<file path="config.mk">
export PLATFORM = sky130hd
export DESIGN_NAME = scl_core
export DESIGN_NICKNAME = d
export VERILOG_FILES = /design/src/inc/scl_pkg.sv /design/src/rtl/scl_core.sv
export VERILOG_INCLUDE_DIRS = /design/src /design/src/inc
export SDC_FILE = /design/constraint.sdc
export NUM_CORES = 1
export LEC_CHECK = 0
export BUFFER_PORTS_ARGS = -buffer_cell sky130_fd_sc_hd__buf_2
export CELL_PAD_IN_SITES_DETAIL_PLACEMENT = 0
export CELL_PAD_IN_SITES_GLOBAL_PLACEMENT = 1
export CORE_MARGIN = 2
export CORE_UTILIZATION = 41
export CTS_BUF_LIST = sky130_fd_sc_hd__clkbuf_4
export DETAILED_ROUTE_END_ITERATION = 12
export PLACE_DENSITY = 0.74
export SETUP_SLACK_MARGIN = 0.05
export SYNTH_ARGS = -nofsm -noshare
export SYNTH_HDL_FRONTEND = slang
export SYNTH_SLANG_ARGS = --single-unit
</file>
<file path="constraint.sdc">
create_clock -name i_clk -period 3.5 [get_ports i_clk]
set_input_delay 0.525 -clock i_clk [delete_from_list [all_inputs] [get_ports i_clk]]
set_output_delay 0.525 -clock i_clk [all_outputs]
set_load 0.005 [all_outputs]
</file>
<file path="src/inc/scl_regs.svh">
// Register map, field positions and constants for the serial clock/coding/loop block
`ifndef SCL_REGS_SVH
`define SCL_REGS_SVH
`define SCL_ADDR_CTRL 3'h0
`define SCL_ADDR_TC 3'h1
`define SCL_ADDR_CLKSRC 3'h2
`define SCL_ADDR_STATUS 3'h3
`define SCL_CTRL_RESET 16'h0000
`define SCL_TC_RESET 16'h0000
`define SCL_CLKSRC_RESET 6'h00
`define SCL_EOP_PATTERN 8'hFE
`define SCL_ST_BRG_ZERO 0
`define SCL_ST_EOP_SEEN 1
`define SCL_ST_EOP_END 2
`define SCL_ST_CTS_CHG 3
`define SCL_ST_DCD_CHG 4
`define SCL_ST_BRG_OUT 8
`define SCL_ST_CTS 9
`define SCL_ST_DCD 10
`define SCL_ST_LOOP_SEND 11
`define SCL_ST_EOP_ACTIVE 12
`define SCL_CLOCK_RECOVERY_LOOP_LAST 5'h1F
`define SCL_CLOCK_RECOVERY_LOOP_MID 5'h10
`define SCL_CLOCK_RECOVERY_LOOP_WIN_LO 5'h08
`define SCL_CLOCK_RECOVERY_LOOP_WIN_HI 5'h17
`define SCL_CLOCK_RECOVERY_LOOP_H1_A 5'h04
`define SCL_CLOCK_RECOVERY_LOOP_BIT_A 5'h0C
`define SCL_CLOCK_RECOVERY_LOOP_H1_B 5'h14
`define SCL_CLOCK_RECOVERY_LOOP_BIT_B 5'h1C
`endif

</file>
<file path="src/inc/scl_pkg.sv">
// Types shared by the serial clock/coding/loop block
package scl_pkg;
  typedef enum logic [1:0] {SCL_NRZ, SCL_NRZI, SCL_BIMARK, SCL_BISPACE} scl_code_t;
  typedef enum logic [1:0] {SCL_SRC_PIN, SCL_SRC_BRG, SCL_SRC_CLOCK_RECOVERY_LOOP, SCL_SRC_BIDIR} scl_src_t;
  typedef struct packed {
    logic [1:0] clock_mode;
    logic osc_en;
    logic brg_src_pin;
    logic clock_recovery_loop_src_brg;
    logic clock_recovery_loop_biphase;
    logic clock_recovery_loop_en;
    scl_code_t tx_code;
    scl_code_t rx_code;
    logic local_loop;
    logic auto_echo;
    logic msg_pending;
    logic loop_mode;
    logic brg_en;
  } scl_ctrl_t;
  typedef struct packed {
    logic [1:0] pin_sel;
    scl_src_t tx_src;
    scl_src_t rx_src;
  } scl_clksrc_t;
  typedef struct packed {
    logic bit_val;
    logic valid;
  } scl_bit_t;
endpackage

</file>
<file path="src/rtl/scl_core.sv">
// Serial line clocking, coding and loop relay for one channel
//
// Local design decisions: the Avalon-MM register port and the register addresses.
`timescale 1ns/100ps
`default_nettype none
`include "scl_regs.svh"
module scl_core (
  input wire logic i_clk,
  input wire logic i_rst_n,
  input wire logic i_ce,
  input wire logic [4:0] i_avs_address,
  input wire logic i_avs_read,
  input wire logic i_avs_write,
  input wire logic [31:0] i_avs_writedata,
  input wire logic [3:0] i_avs_byteenable,
  output logic [31:0] o_avs_readdata,
  output logic o_avs_waitrequest,
  input wire logic i_rxd,
  output logic o_txd,
  input wire logic i_clock_input_pin,
  input wire logic i_bidir_clock_pin,
  output logic o_bidir_clock_pin,
  output logic o_bidir_clock_pin_oe,
  input wire logic i_cts_n,
  input wire logic i_carrier_detect_in_n,
  output logic o_osc_en,
  input wire logic i_tx_bit,
  input wire logic i_tx_last,
  output logic o_tx_take,
  output var scl_pkg::scl_bit_t o_rx,
  output logic o_tx_enable,
  output logic o_rx_enable,
  output logic o_ext_event
);
  typedef enum {LP_RELAY, LP_SEND, LP_CLOSE} scl_loop_t;
  localparam logic [7:0] EOP_BITS = `SCL_EOP_PATTERN;

  function automatic logic [5:0] mode_last(input logic [1:0] mode);
    case (mode)
      2'h0: mode_last = 6'h00;
      2'h1: mode_last = 6'h0F;
      2'h2: mode_last = 6'h1F;
      default: mode_last = 6'h3F;
    endcase
  endfunction

  function automatic logic pick_tick(input scl_pkg::scl_src_t src, input logic pin,
                                     input logic brg, input logic clock_recovery_loop, input logic bidir);
    case (src)
      scl_pkg::SCL_SRC_PIN: pick_tick = pin;
      scl_pkg::SCL_SRC_BRG: pick_tick = brg;
      scl_pkg::SCL_SRC_CLOCK_RECOVERY_LOOP: pick_tick = clock_recovery_loop;
      default: pick_tick = bidir;
    endcase
  endfunction

  scl_pkg::scl_ctrl_t ctrl;
  scl_pkg::scl_clksrc_t clksrc;
  logic [15:0] tc;
  logic [4:0] stat;
  logic rd_done;
  logic [2:0] word;
  logic wr_en;
  logic [15:0] next_ctrl;
  logic [4:0] evt;

  // Pin synchronisers; stage one is read only by stage two
  logic [1:0] rxd_s, cin_s, bid_s, cts_s, dcd_s;
  logic cin_d, bid_d, cts_d, dcd_d;
  logic cin_rise, bid_rise;

  logic brg_out, brg_load, brg_en_d, brg_zero, brg_rise;
  logic [15:0] brg_cnt;

  logic [4:0] dp_cnt;
  logic dp_line_d, dp_edge, dp_ref;
  logic [1:0] dp_adj;
  logic dp_bit, dp_h1;

  logic [5:0] rx_div, tx_div;
  logic rx_src_tick, tx_src_tick, rx_tick, tx_tick;
  logic rx_line, rx_h1_lvl, rx_prev_lvl, rx_bit, rx_bit_ok;

  logic tx_level, tx_phase, tx_cur, tx_bit_tick;
  logic [7:0] rx_hist;
  logic relay_hold, eop_now, eop_active, loop_out;
  logic [2:0] close_cnt;
  scl_loop_t loop_st;

  always_ff @(posedge i_clk or negedge i_rst_n)
  begin
    if (!i_rst_n)
    begin
      rxd_s <= 2'h0;
      cin_s <= 2'h0;
      bid_s <= 2'h0;
      cts_s <= 2'h3;
      dcd_s <= 2'h3;
    end
    else if (i_ce)
    begin
      rxd_s <= {rxd_s[0], i_rxd};
      cin_s <= {cin_s[0], i_clock_input_pin};
      bid_s <= {bid_s[0], i_bidir_clock_pin};
      cts_s <= {cts_s[0], i_cts_n};
      dcd_s <= {dcd_s[0], i_carrier_detect_in_n};
    end
  end

  always_ff @(posedge i_clk or negedge i_rst_n)
  begin
    if (!i_rst_n)
    begin
      cin_d <= 1'b0;
      bid_d <= 1'b0;
      cts_d <= 1'b1;
      dcd_d <= 1'b1;
    end
    else if (i_ce)
    begin
      cin_d <= cin_s[1];
      bid_d <= bid_s[1];
      cts_d <= cts_s[1];
      dcd_d <= dcd_s[1];
    end
  end

  assign cin_rise = cin_s[1] & ~cin_d;
  assign bid_rise = bid_s[1] & ~bid_d;

  // Avalon slave: writes finish at once, reads take one wait cycle
  assign word = i_avs_address[4:2];
  assign wr_en = i_ce & i_avs_write;
  assign o_avs_waitrequest = i_avs_read & ~rd_done;
  assign next_ctrl = {i_avs_byteenable[1] ? i_avs_writedata[15:8] : ctrl[15:8],
                      i_avs_byteenable[0] ? i_avs_writedata[7:0] : ctrl[7:0]};

  always_ff @(posedge i_clk or negedge i_rst_n)
  begin
    if (!i_rst_n)
    begin
      ctrl <= `SCL_CTRL_RESET;
      clksrc <= `SCL_CLKSRC_RESET;
      tc <= `SCL_TC_RESET;
    end
    else if (wr_en)
    begin
      if (word == `SCL_ADDR_CTRL)
        ctrl <= next_ctrl;
      if (word == `SCL_ADDR_CLKSRC && i_avs_byteenable[0])
        clksrc <= i_avs_writedata[5:0];
      // Byte writes let software load the two time-constant halves apart
      if (word == `SCL_ADDR_TC && i_avs_byteenable[0])
        tc[7:0] <= i_avs_writedata[7:0];
      if (word == `SCL_ADDR_TC && i_avs_byteenable[1])
        tc[15:8] <= i_avs_writedata[15:8];
    end
  end

  always_ff @(posedge i_clk or negedge i_rst_n)
  begin
    if (!i_rst_n)
    begin
      rd_done <= 1'b0;
      o_avs_readdata <= 32'h0000_0000;
    end
    else if (i_ce)
    begin
      rd_done <= i_avs_read & ~rd_done;
      if (i_avs_read && !rd_done)
      begin
        case (word)
          `SCL_ADDR_CTRL: o_avs_readdata <= {16'h0000, ctrl};
          `SCL_ADDR_TC: o_avs_readdata <= {16'h0000, tc};
          `SCL_ADDR_CLKSRC: o_avs_readdata <= {26'h0, clksrc};
          `SCL_ADDR_STATUS: o_avs_readdata <= {19'h0_0000, eop_active,
            loop_st == LP_SEND, ~dcd_s[1], ~cts_s[1], brg_out, 3'h0, stat};
          default: o_avs_readdata <= 32'h0000_0000;
        endcase
      end
    end
  end

  // Sticky external status bits, write one to clear; a new event beats the clear
  assign evt[`SCL_ST_BRG_ZERO] = brg_zero;
  assign evt[`SCL_ST_EOP_SEEN] = rx_bit_ok & eop_now;
  assign evt[`SCL_ST_EOP_END] = rx_bit_ok & eop_active & ~rx_bit;
  assign evt[`SCL_ST_CTS_CHG] = cts_s[1] ^ cts_d;
  assign evt[`SCL_ST_DCD_CHG] = dcd_s[1] ^ dcd_d;

  always_ff @(posedge i_clk or negedge i_rst_n)
  begin
    if (!i_rst_n)
      stat <= 5'h00;
    else if (i_ce)
    begin
      if (wr_en && word == `SCL_ADDR_STATUS && i_avs_byteenable[0])
        stat <= (stat & ~i_avs_writedata[4:0]) | evt;
      else
        stat <= stat | evt;
    end
  end

  always_ff @(posedge i_clk or negedge i_rst_n)
  begin
    if (!i_rst_n)
      o_ext_event <= 1'b0;
    else if (i_ce)
      o_ext_event <= |evt;
  end

  // Rate generator; one load tick per half period makes it 2*(tc+2)
  logic brg_in;
  assign brg_in = ctrl.brg_src_pin ? cin_rise : 1'b1;
  assign brg_zero = i_ce & ctrl.brg_en & brg_en_d & brg_in & ~brg_load & (brg_cnt == 16'h0000);
  assign brg_rise = brg_zero & ~brg_out;

  always_ff @(posedge i_clk or negedge i_rst_n)
  begin
    if (!i_rst_n)
    begin
      brg_out <= 1'b1;
      brg_load <= 1'b1;
      brg_en_d <= 1'b0;
      brg_cnt <= 16'h0000;
    end
    else if (i_ce)
    begin
      brg_en_d <= ctrl.brg_en;
      if (ctrl.brg_en && !brg_en_d)
      begin
        brg_out <= 1'b1;
        brg_load <= 1'b1;
      end
      else if (ctrl.brg_en && brg_in)
      begin
        if (brg_load)
        begin
          brg_cnt <= tc;
          brg_load <= 1'b0;
        end
        else if (brg_cnt == 16'h0000)
        begin
          brg_out <= ~brg_out;
          brg_load <= 1'b1;
        end
        else
          brg_cnt <= brg_cnt - 16'h0001;
      end
    end
  end

  // Recovery loop: reference from input pin or generator
  assign dp_ref = ctrl.clock_recovery_loop_src_brg ? brg_rise : cin_rise;
  assign dp_edge = dp_ref & (rx_line ^ dp_line_d);

  always_ff @(posedge i_clk or negedge i_rst_n)
  begin
    if (!i_rst_n)
    begin
      dp_cnt <= 5'h00;
      dp_line_d <= 1'b0;
      dp_adj <= 2'h0;
    end
    else if (i_ce && ctrl.clock_recovery_loop_en && dp_ref)
    begin
      dp_line_d <= rx_line;
      if (dp_edge && !ctrl.clock_recovery_loop_biphase && dp_cnt != 5'h00)
        dp_adj <= dp_cnt < `SCL_CLOCK_RECOVERY_LOOP_MID ? 2'h1 : 2'h2;
      else if (dp_edge && ctrl.clock_recovery_loop_biphase && dp_cnt >= `SCL_CLOCK_RECOVERY_LOOP_WIN_LO &&
               dp_cnt <= `SCL_CLOCK_RECOVERY_LOOP_WIN_HI && dp_cnt != `SCL_CLOCK_RECOVERY_LOOP_MID)
        dp_adj <= dp_cnt < `SCL_CLOCK_RECOVERY_LOOP_MID ? 2'h2 : 2'h1;
      if (dp_cnt == `SCL_CLOCK_RECOVERY_LOOP_LAST)
      begin
        if (dp_adj == 2'h1)
          dp_adj <= 2'h0;
        else
        begin
          dp_cnt <= dp_adj == 2'h2 ? 5'h01 : 5'h00;
          dp_adj <= 2'h0;
        end
      end
      else
        dp_cnt <= dp_cnt + 5'h01;
    end
  end

  // Bit and first-half sample points taken from the loop count
  always_comb
  begin
    dp_bit = 1'b0;
    dp_h1 = 1'b0;
    if (ctrl.clock_recovery_loop_en && dp_ref)
    begin
      if (ctrl.clock_recovery_loop_biphase)
      begin
        dp_bit = dp_cnt == `SCL_CLOCK_RECOVERY_LOOP_BIT_A || dp_cnt == `SCL_CLOCK_RECOVERY_LOOP_BIT_B;
        dp_h1 = dp_cnt == `SCL_CLOCK_RECOVERY_LOOP_H1_A || dp_cnt == `SCL_CLOCK_RECOVERY_LOOP_H1_B;
      end
      else
        dp_bit = dp_cnt == `SCL_CLOCK_RECOVERY_LOOP_MID;
    end
  end

  // Clock selection and mode divisors
  assign rx_src_tick = pick_tick(clksrc.rx_src, cin_rise, brg_rise, dp_bit, bid_rise);
  assign tx_src_tick = pick_tick(clksrc.tx_src, cin_rise, brg_rise, dp_bit, bid_rise);
  assign rx_tick = rx_src_tick & (clksrc.rx_src == scl_pkg::SCL_SRC_CLOCK_RECOVERY_LOOP ||
                   rx_div == mode_last(ctrl.clock_mode));
  assign tx_tick = tx_src_tick & (clksrc.tx_src == scl_pkg::SCL_SRC_CLOCK_RECOVERY_LOOP ||
                   tx_div == mode_last(ctrl.clock_mode));

  always_ff @(posedge i_clk or negedge i_rst_n)
  begin
    if (!i_rst_n)
    begin
      rx_div <= 6'h00;
      tx_div <= 6'h00;
    end
    else if (i_ce)
    begin
      if (rx_src_tick)
        rx_div <= rx_div >= mode_last(ctrl.clock_mode) ? 6'h00 : rx_div + 6'h01;
      if (tx_src_tick)
        tx_div <= tx_div >= mode_last(ctrl.clock_mode) ? 6'h00 : tx_div + 6'h01;
    end
  end

  // Receive decoder
  assign rx_line = ctrl.local_loop ? tx_level : rxd_s[1];
  assign rx_bit_ok = i_ce & rx_tick & (ctrl.local_loop | ~dcd_s[1]);

  always_comb
  begin
    case (ctrl.rx_code)
      scl_pkg::SCL_NRZ: rx_bit = ctrl.clock_recovery_loop_biphase ? rx_h1_lvl : rx_line;
      scl_pkg::SCL_NRZI: rx_bit = rx_line == rx_prev_lvl;
      scl_pkg::SCL_BIMARK: rx_bit = rx_line != rx_h1_lvl;
      default: rx_bit = rx_line == rx_h1_lvl;
    endcase
  end

  always_ff @(posedge i_clk or negedge i_rst_n)
  begin
    if (!i_rst_n)
    begin
      rx_h1_lvl <= 1'b0;
      rx_prev_lvl <= 1'b0;
      o_rx <= '0;
    end
    else if (i_ce)
    begin
      if (dp_h1)
        rx_h1_lvl <= rx_line;
      if (rx_tick)
        rx_prev_lvl <= rx_line;
      o_rx.valid <= rx_bit_ok;
      if (rx_bit_ok)
        o_rx.bit_val <= rx_bit;
    end
  end

  // Loop relay: one-bit store, end-of-poll match, insertion after match only
  assign eop_now = {rx_hist[6:0], rx_bit} == `SCL_EOP_PATTERN;

  always_ff @(posedge i_clk or negedge i_rst_n)
  begin
    if (!i_rst_n)
    begin
      rx_hist <= 8'h00;
      relay_hold <= 1'b1;
      eop_active <= 1'b0;
      loop_st <= LP_RELAY;
      close_cnt <= 3'h0;
    end
    else if (rx_bit_ok && ctrl.loop_mode)
    begin
      rx_hist <= {rx_hist[6:0], rx_bit};
      relay_hold <= rx_bit;
      if (eop_now)
        eop_active <= 1'b1;
      else if (!rx_bit)
        eop_active <= 1'b0;
      case (loop_st)
        LP_RELAY:
        begin
          if (eop_now && ctrl.msg_pending)
            loop_st <= LP_SEND;
        end
        LP_SEND:
        begin
          if (i_tx_last)
          begin
            loop_st <= LP_CLOSE;
            close_cnt <= 3'h7;
          end
        end
        LP_CLOSE:
        begin
          close_cnt <= close_cnt - 3'h1;
          if (close_cnt == 3'h0)
            loop_st <= LP_RELAY;
        end
        default: loop_st <= LP_RELAY;
      endcase
    end
    else if (i_ce && !ctrl.loop_mode)
      loop_st <= LP_RELAY;
  end

  // Output straight from the one-bit store, so the last one can still be cleared
  always_comb
  begin
    case (loop_st)
      LP_SEND: loop_out = i_tx_bit;
      LP_CLOSE: loop_out = EOP_BITS[close_cnt];
      default: loop_out = relay_hold & ~(eop_now & ctrl.msg_pending);
    endcase
  end

  // Transmit encoder; biphase codes spend two transmit clocks per bit outside loop mode, one in loop mode
  assign tx_bit_tick = i_ce & (ctrl.loop_mode ? rx_bit_ok : tx_tick & ~tx_phase);
  assign o_tx_take = tx_bit_tick & (~ctrl.loop_mode | loop_st == LP_SEND);

  always_ff @(posedge i_clk or negedge i_rst_n)
  begin
    if (!i_rst_n)
    begin
      tx_level <= 1'b1;
      tx_phase <= 1'b0;
      tx_cur <= 1'b1;
    end
    else if (i_ce && (tx_bit_tick || (tx_tick && tx_phase)))
    begin
      if (tx_phase)
      begin
        tx_phase <= 1'b0;
        if ((ctrl.tx_code == scl_pkg::SCL_BIMARK) == tx_cur)
          tx_level <= ~tx_level;
      end
      else
      begin
        tx_cur <= ctrl.loop_mode ? loop_out : i_tx_bit;
        case (ctrl.tx_code)
          scl_pkg::SCL_NRZ: tx_level <= ctrl.loop_mode ? loop_out : i_tx_bit;
          scl_pkg::SCL_NRZI: tx_level <= tx_level ^ ~(ctrl.loop_mode ? loop_out : i_tx_bit);
          default:
          begin
            tx_level <= ~tx_level;
            tx_phase <= ~ctrl.loop_mode;
          end
        endcase
      end
    end
  end

  // Echo modes bypass the coder entirely
  assign o_txd = (ctrl.auto_echo | ctrl.local_loop) ? rxd_s[1] : tx_level;
  assign o_tx_enable = ctrl.auto_echo | ctrl.local_loop | ~cts_s[1];
  assign o_rx_enable = ctrl.local_loop | ~dcd_s[1];
  assign o_osc_en = ctrl.osc_en;

  // Clock pin only driven when no clock path uses it as input
  always_ff @(posedge i_clk or negedge i_rst_n)
  begin
    if (!i_rst_n)
    begin
      o_bidir_clock_pin <= 1'b0;
      o_bidir_clock_pin_oe <= 1'b0;
    end
    else if (i_ce)
    begin
      o_bidir_clock_pin_oe <= clksrc.pin_sel != 2'h0 &&
        clksrc.rx_src != scl_pkg::SCL_SRC_BIDIR && clksrc.tx_src != scl_pkg::SCL_SRC_BIDIR;
      o_bidir_clock_pin <= clksrc.pin_sel == 2'h1 ? brg_out : dp_cnt[4];
    end
  end
endmodule
`default_nettype wire

</file>
==> flow_summary.ini, run 1 <==
[worst_hold_path]
hp-class = in -> reg

[timing]
worst_slew_pin_slew_ns = 0.7720
period_share_pct = 93.68
timing.fmax_mhz = 305.0
slew_headroom_pct = 48.39
setup_violations = 0
worst_slack_ns = 0.2213
hold_viol_final = 0
tns_ns = 0
slew_viol_final = 0
fin_crit_ns = 3.279
fin_hold_ws_ns = 0.2035
rsz0062_at_grt = false
fin_skew_ns = 0.02073

[critical_path]
worstSetupPathType = reg -> out
endpoint_kind = primary output
crit_arrival_ns = 2.75
cp-start-kind = register
critPathMaxFanout = 5
worstPathRequired_ns = 2.97

[logic_synthesis]
ys.warnings.count = 0
async_flop_share_pct = 100.0
synth.distinct_cells = 82
synthCells = 748
synthFlopType = dfrtp_1
synth-edff-count = 0
ys_seq_area_share_pct = 45.45
synth-seq-cells = 137
syn-cell-area_um2 = 7574
synth_area_per_cell_um2 = 10.13

[floorplan]
die_height_um = 139.9
die_area_um2 = 19570
initial_core_util_pct = 42.02
fp.dieW_um = 139.9
pin_count = 96
num_rows = 49
coreArea_um2 = 18020

[clock_network]
clk_pin_slew_ns = 0.12
clockBufferDepth = 2
clockRootBuffer = clkbuf_4
numCtsBuffers = 17
insertion_delay_ns = 0.56
htree_levels = 4
cts_tree = done
clock-sinks = 137

[drt]
first_iter_violations = 391
wl_mm = 19.08
wl_per_cell_um = 18.02
first_pass_iters = 5
dr_wl_met3_um = 994
drc = 0
wl_met1_mm = 8.795
vias_per_cell = 5.620
ant_nets = 0
top_layer_used = met4
routed-wl-met2_mm = 8.989
vias = 5952

[global_route]
overflow = 0
grt_pass1_vias = 5794
grt_pass1_wl_mm = 30.84
grt_usage_pct = 19.94
antenna_found_initial = 1
grt_max_degree = 73

[final_layout]
nets = 895
register_area_um2 = 3446
final_cells = 1059
multi_input_area_um2 = 3889
drive_above_1_share_pct = 25.93
fillers = 1725
fin_area_um2 = 8521
final_core_util_pct = 47.27
area_growth_pct = 12.51

[job]
cap_violations = 0

[placed_design]
hpwlAfterDp_mm = 14.33
port_buffers = 59
numPlacedInstances = 1019
routabilityCongestion = 0.8717
place_area_um2 = 8068
pre_cts_ws_ns = 0.5365

[run_status]
outcome = completed

[power_and_ir_drop]
power.static_leakage_nw = 3.921
vdd_drop_max_uv = 237.5
p_per_area_nw_per_um2 = 579.5
finalPower_mw = 4.938
==> worst paths after layout <==
path	startpoint	end	slack (ns)	cells after the start
setup / recovery	ctrl[15]$_DFFE_PN0P_	o_tx_take	0.22	10
hold / removal	i_clock_input_pin	cin_s[0]$_DFFE_PN0P_	0.20	2
setup reg to reg	dp_cnt[3]$_DFFE_PN0P_	rx_div[0]$_DFFE_PN0P_	0.87	7
hold reg to reg	close_cnt[0]$_DFFE_PN0P_	close_cnt[0]$_DFFE_PN0P_	0.47	1
max in group asynchronous	i_rst_n	cts_d$_DFFE_PN1P_	2.08	3
min in group asynchronous	i_rst_n	o_avs_readdata[1]$_DFFE_PN0P_	0.52	2
==> placed cells by master (no fill, tap or decap), types with 16 or more instances in the layout <==
master    Yosys  layout
mux2i_1      16      16
nor3_1       19      18
buf_2         5      58
inv_1        32      31
nand2_1      87      87
ha_1         25      25
mux2_2       55      55
a22o_1       21      21
a21oi_1      27      27
dfrtp_1     126     123
buf_4        16      20
nor2_1       42      42
conb_1        1      16
nand3_1      21      21
o21ai_0      65      65
clkbuf_4      1      18
==> synthesized netlist by cell type (4+ instances only) <==
master,number,area share [%]
clkbuf_1,16,0.79
and3_1,8,0.66
nor2_1,42,2.1
xor2_1,5,0.58
buf_2,5,0.33
mux2_2,55,8.2
nand2_1,87,4.3
inv_1,32,1.6
dfrtp_1,126,42
a221oi_1,4,0.46
a31oi_1,8,0.66
nor3_1,19,1.3
a21o_1,4,0.40
nand4_1,7,0.58
o21ai_1,7,0.46
dfstp_2,11,3.8
buf_1,5,0.25
nor2b_1,12,0.99
o21ai_0,65,4.3
a22oi_1,4,0.40
o21a_1,5,0.50
o22ai_1,6,0.50
a21oi_1,27,1.8
ha_1,25,4.1
nor4_1,4,0.33
nand3b_1,4,0.40
a22o_1,21,2.4
mux4_2,5,1.5
nand2b_1,10,0.83
mux2i_1,16,2.1
nand3_1,21,1.4
buf_4,16,1.6
==> critical path, stage by stage, from the launching register on <==
cell and delay [ns]:
dfrtp_1 0.40, or2_4 0.28, ha_1 0.28, nand4_1 0.15
o22ai_1 0.17, o221a_2 0.19, o21a_2 0.19, nor2b_4 0.17
a32oi_1 0.07, nor2b_1 0.16, buf_2 0.13
==> routing by layer <==
layer | up-vias | track usage (%)
met5 | - | 0
met4 | 0 | 5.368
met3 | 25 | 4.444
met2 | 170 | 32.12
met1 | 2927 | 27.35
li1 | 2830 | -
==> power by group <==
group          switching [mW]  total (mW)  internal, mW
clock network           0.598        1.16         0.566
registers               0.382        2.27          1.89
logic                   0.821        1.50         0.679
total                    1.80        4.94          3.14
==> final cells by class <==
| cell class | instances | area share [%] |
|---|---|---|
| Tap cell | 229 | 3.363 |
| Antenna cell | 1 | 0.02937 |
| Clock buffer | 18 | 1.586 |
| Clock inverter | 13 | 2.085 |
| Timing Repair Buffer | 80 | 5.419 |
| Sequential cell | 137 | 40.44 |
| Inverter | 32 | 1.439 |
| Multi-Input combinational cell | 549 | 45.64 |
==> repair_timing <==
| action | in CTS | in global routing |
|---|---|---|
| setup endpoints to repair | 1 | 1 |
| gates resized for setup | 5 | 12 |
| gates cloned | 0 | 0 |
| hold buffers | 1 | 0 |
| buffers inserted | 1 | 6 |
| pin swaps | 0 | 6 |
| endpoints found under the hold margin | 61 | 0 |
==> flip-flops by register name, summed over array words and instances, names as in the netlist, 6 cells and up <==
name            cells
brg_cnt            16
o_avs_readdata     16
tc                 16
ctrl               15
rx_hist             7
clksrc              6
rx_div              6
tx_div              6
==> cells by family after synthesis <==
logic type	synth area share, %
other cells	0.04951
fa+ha+maj	4.130
compound gates	16.52
mux	12.08
simple gates	15.99
xor+xnor	0.9252
flops	45.45
buf+inv	4.857
(Power assumes the default switching activity.)
==> run 2, diff against run 1 <==
--- a/config.mk
+++ b/config.mk
@@ -13,7 +13,8 @@
 export CORE_UTILIZATION = 41
 export CTS_BUF_LIST = sky130_fd_sc_hd__clkbuf_4
 export DETAILED_ROUTE_END_ITERATION = 12
-export PLACE_DENSITY = 0.74
+export MAX_ROUTING_LAYER = met4
+export PLACE_DENSITY_LB_ADDON = 0.1
 export SETUP_SLACK_MARGIN = 0.05
 export SYNTH_ARGS = -nofsm -noshare
 export SYNTH_HDL_FRONTEND = slang
==> flow_summary.ini, run 2 (same netlist as run 1, synthesis figures left out) <==
[run_status]
outcome = completed

[floorplan]
initial_core_util_pct = 42.02
die_area_um2 = 19570
num_rows = 49
die_height_um = 139.9
fp.dieW_um = 139.9
pin_count = 96
coreArea_um2 = 18020

[clock_network]
htree_levels = 4
hold_buffers = 0
clock-sinks = 137
numCtsBuffers = 17
clk_pin_slew_ns = 0.12
clockRootBuffer = clkbuf_4
clockBufferDepth = 2
cts_tree = done
insertion_delay_ns = 0.54

[critical_path]
reg2reg_to = tx_div[3]$_DFFE_PN0P_
ff2ff_path_depth = 10
r2r_setup_slack_ns = 0.89
cp-start-kind = register
worstSetupPathType = reg -> out
critPathMaxFanout = 9
crit_arrival_ns = 2.73
worstPathRequired_ns = 2.97
r2r_start = ctrl[15]$_DFFE_PN0P_
endpoint_kind = primary output

[drt]
first_pass_iters = 7
vias_per_cell = 5.473
wl_mm = 19.56
drc = 0
first_iter_violations = 399
wl_per_cell_um = 18.61
ant_nets = 0
vias = 5752

[timing]
setup_violations = 0
slew_viol_final = 0
period_share_pct = 93.04
hold_viol_final = 0
fin_crit_ns = 3.256
fin_skew_ns = 0.01783
slew_headroom_pct = 46.33
worst_slew_pin_slew_ns = 0.8027
tns_ns = 0
rsz0062_at_grt = false
timing.fmax_mhz = 307.1

[job]
cap_violations = 0

[final_layout]
top_regs = brg_cnt (16), o_avs_readdata (16), tc (16)
drive_above_1_share_pct = 24.97
final_cell_mix = dfrtp_1 (126), nand2_1 (87), o21ai_0 (65)
fillers = 1762
nets = 886
area_growth_pct = 11.20
final_common_cell = dfrtp_1
fin_area_um2 = 8422

[power_and_ir_drop]
power.static_leakage_nw = 3.888
finalPower_mw = 4.868
p_per_area_nw_per_um2 = 578.0
vdd_drop_max_uv = 389.6

[global_route]
overflow = 0
grt_pass1_wl_mm = 31.77
grt_pass1_vias = 5771
antenna_found_initial = 1
grt_usage_pct = 21.28
grt_max_degree = 84

[placed_design]
routabilityCongestion = 0.8815
hpwlAfterDp_mm = 14.13
place_area_um2 = 8043
port_buffers = 59

[worst_hold_path]
hp-class = in -> async
-- run 2: worst max path at each step --
stage                                       start   endpoint  slack (ns)
final                        ctrl[10]$_DFFE_PN0P_  o_tx_take        0.24
after global routing      brg_cnt[10]$_DFFE_PN0P_  o_tx_take        0.05
after CTS                    ctrl[15]$_DFFE_PN0P_  o_tx_take        0.05
after detailed placement     ctrl[15]$_DFFE_PN0P_  o_tx_take        0.55
after global placement       ctrl[15]$_DFFE_PN0P_  o_tx_take        0.60
after floorplan              ctrl[15]$_DFFE_PN0P_  o_tx_take        1.05
-- run 2: cell type report --
class / count / area, µm² / area share (%)
multi-input combinational: 549 / 3877 / 46.04
sequential: 137 / 3442 / 40.87
timing repair buffer: 71 / 404.1 / 4.799
tap: 229 / 286.5 / 3.402
clock buffer: 21 / 157.7 / 1.872
clock inverter: 11 / 128.9 / 1.530
inverter: 32 / 122.6 / 1.456
antenna: 1 / 2.502 / 0.02971
-- run 2: worst max-delay path, stage by stage (launching register included) --
cell	delay, ns
dfrtp_1	0.50
nor4b_2	0.36
o211ai_1	0.26
nor4bb_2	0.39
a32o_2	0.30
a32oi_1	0.15
nor2b_1	0.13
buf_2	0.11
-- run 2: metal layers --
metal	part of all wire, %	track usage [%]	up-vias
met3	5.1	5.060	5
met2	47	32.91	115
met5	0	-	-
met1	47	28.89	2828
met4	0.60	4.316	0
li1	-	-	2804
-- run 2: report_power, final --
part / internal [mW] / switching (mW) / total [mW]
Clock: 0.516 / 0.570 / 1.09
Sequential: 1.89 / 0.385 / 2.28
Combinational: 0.681 / 0.825 / 1.51
-- run 2: through the flow --
| step | hold WS, ns | utilization [%] | instances | setup slack [ns] |
|---|---|---|---|---|
| after global placement | 0.4483 | 44.62 | 1014 | 0.6034 |
| after detailed placement | 0.4489 | 44.62 | 1014 | 0.5498 |
| after global routing | 0.05324 | 46.72 | 1051 | 0.04962 |
| after CTS | 0.03844 | 46.33 | 1047 | 0.05150 |
| after floorplan | 0.2294 | - | 763 | 1.051 |
| final | 0.03345 | 46.72 | 1051 | 0.2437 |
-- run 2: what timing repair did --
action	4_1_cts	5_1_grt
hold endpoints to repair	0	0
buffers inserted	1	3
setup endpoints to repair	1	1
gates resized for setup	4	8
pin swaps	2	2
==> run 3, diff against run 2 <==
--- a/config.mk
+++ b/config.mk
@@ -14,7 +14,7 @@
 export CTS_BUF_LIST = sky130_fd_sc_hd__clkbuf_4
 export DETAILED_ROUTE_END_ITERATION = 12
 export MAX_ROUTING_LAYER = met4
-export PLACE_DENSITY_LB_ADDON = 0.1
+export PLACE_DENSITY_LB_ADDON = 0.15
 export SETUP_SLACK_MARGIN = 0.05
 export SYNTH_ARGS = -nofsm -noshare
 export SYNTH_HDL_FRONTEND = slang
==> flow_summary.ini, run 3 (same netlist as run 1, synthesis figures left out) <==
[critical_path]
endpoint_kind = primary output
worstSetupPathType = reg -> out
critPathMaxFanout = 8
crit_arrival_ns = 2.75
cp-start-kind = register
worstPathRequired_ns = 2.97

[global_route]
grt_pass1_vias = 5746
antenna_found_initial = 1
grt_pass1_wl_mm = 31.20
overflow = 0
grt_max_degree = 81
grt_usage_pct = 20.94

[timing]
hold_viol_final = 0
worst_slack_ns = 0.2294
period_share_pct = 93.45
worst_slew_pin_slew_ns = 0.7796
setup_violations = 0
fin_skew_ns = 0.02363
timing.fmax_mhz = 305.8
fin_crit_ns = 3.271
slew_headroom_pct = 48.03
rsz0062_at_grt = false
tns_ns = 0
fin_hold_ws_ns = 0.2103
slew_viol_final = 0

[final_layout]
final_cells = 1054
drive_above_1_share_pct = 25.36
final_common_cell = dfrtp_1
area_growth_pct = 11.37
top_regs = brg_cnt (16), o_avs_readdata (16), tc (16)
nets = 889
final_cell_mix = dfrtp_1 (125), nand2_1 (87), o21ai_0 (65)

[job]
cap_violations = 0

[drt]
vias = 5891
vias_per_cell = 5.589
drc = 0
first_iter_violations = 349
wl_mm = 19.20
ant_nets = 0
first_pass_iters = 5
wl_per_cell_um = 18.22

[floorplan]
coreArea_um2 = 18020
initial_core_util_pct = 42.02
die_height_um = 139.9
pin_count = 96
fp.dieW_um = 139.9
num_rows = 49
die_area_um2 = 19570

[placed_design]
routabilityCongestion = 0.8871
pre_cts_ws_ns = 0.6104
port_buffers = 59
hpwlAfterDp_mm = 13.93
numPlacedInstances = 1016

[clock_network]
clockBufferDepth = 2
cts_tree = done
numCtsBuffers = 17
clk_pin_slew_ns = 0.12
clock-sinks = 137
htree_levels = 4
insertion_delay_ns = 0.55
clockRootBuffer = clkbuf_4

[power_and_ir_drop]
power.static_leakage_nw = 3.875
vdd_drop_max_uv = 329.8
finalPower_mw = 4.794
p_per_area_nw_per_um2 = 568.4

[worst_hold_path]
hp-class = in -> reg

[run_status]
outcome = completed
run 3: worst paths after layout:
| check | startpoint | endpoint | slack [ns] | cells past startpoint |
|---|---|---|---|---|
| setup reg to reg | ctrl[15]$_DFFE_PN0P_ | tx_div[3]$_DFFE_PN0P_ | 0.87 | 10 |
| setup / recovery | dp_cnt[2]$_DFFE_PN0P_ | o_tx_take | 0.23 | 8 |
| max in group asynchronous | i_rst_n | brg_out$_DFFE_PN1P_ | 2.09 | 3 |
| hold reg to reg | close_cnt[0]$_DFFE_PN0P_ | close_cnt[0]$_DFFE_PN0P_ | 0.47 | 1 |
| hold / removal | i_carrier_detect_in_n | dcd_s[0]$_DFFE_PN1P_ | 0.21 | 2 |
| min in group asynchronous | i_rst_n | close_cnt[0]$_DFFE_PN0P_ | 0.56 | 2 |
run 3: critical path: stages, from the launching register on:
cell and delay [ns]:
dfrtp_1 0.50, nor4b_4 0.30, o211ai_1 0.27, o41ai_2 0.41, o21a_2 0.24, nor2b_4 0.16, a32oi_1 0.07, nor2b_1 0.12
buf_2 0.12
run 3: final cells by class:
cell class | instances | area, µm²
clock buffers | 18 | 135.1
fillers | 1727 | 9590
repair buffers | 74 | 429.2
clock inverters | 14 | 132.6
flip-flops and latches | 137 | 3443
diodes | 1 | 2.502
multi-input cells | 549 | 3882
inverters | 32 | 122.6
well taps | 229 | 286.5
run 3: power by group:
group	total, mW	internal [mW]	switching [mW]
registers	2.28	1.89	0.385
logic	1.49	0.675	0.819
clock network	1.02	0.419	0.605
run 3: metal layers:
layer  global-route usage [%]  part of all wire, %
met4                    5.526                  1.5
met3                    4.137                  4.2
met2                    31.12                   46
met1                    29.51                   48
met5                        -                    0
run 3: stage by stage:
step,instance area [µm²],utilization (%)
6_report,8434,46.79
5_1_grt,8434,46.79
4_1_cts,8349,46.32
3_5_place_dp,8058,44.70
3_3_place_gp,8058,44.70
2_1_floorplan,7630,-
run 3: timing repair:
| item | in CTS | in global routing |
|---|---|---|
| endpoints found under the setup margin | 1 | 1 |
| hold buffers | 1 | 0 |
| endpoints found under the hold margin | 2 | 0 |
| gates resized for setup | 4 | 10 |
| setup buffers | 0 | 4 |
| pin swaps | 0 | 4 |
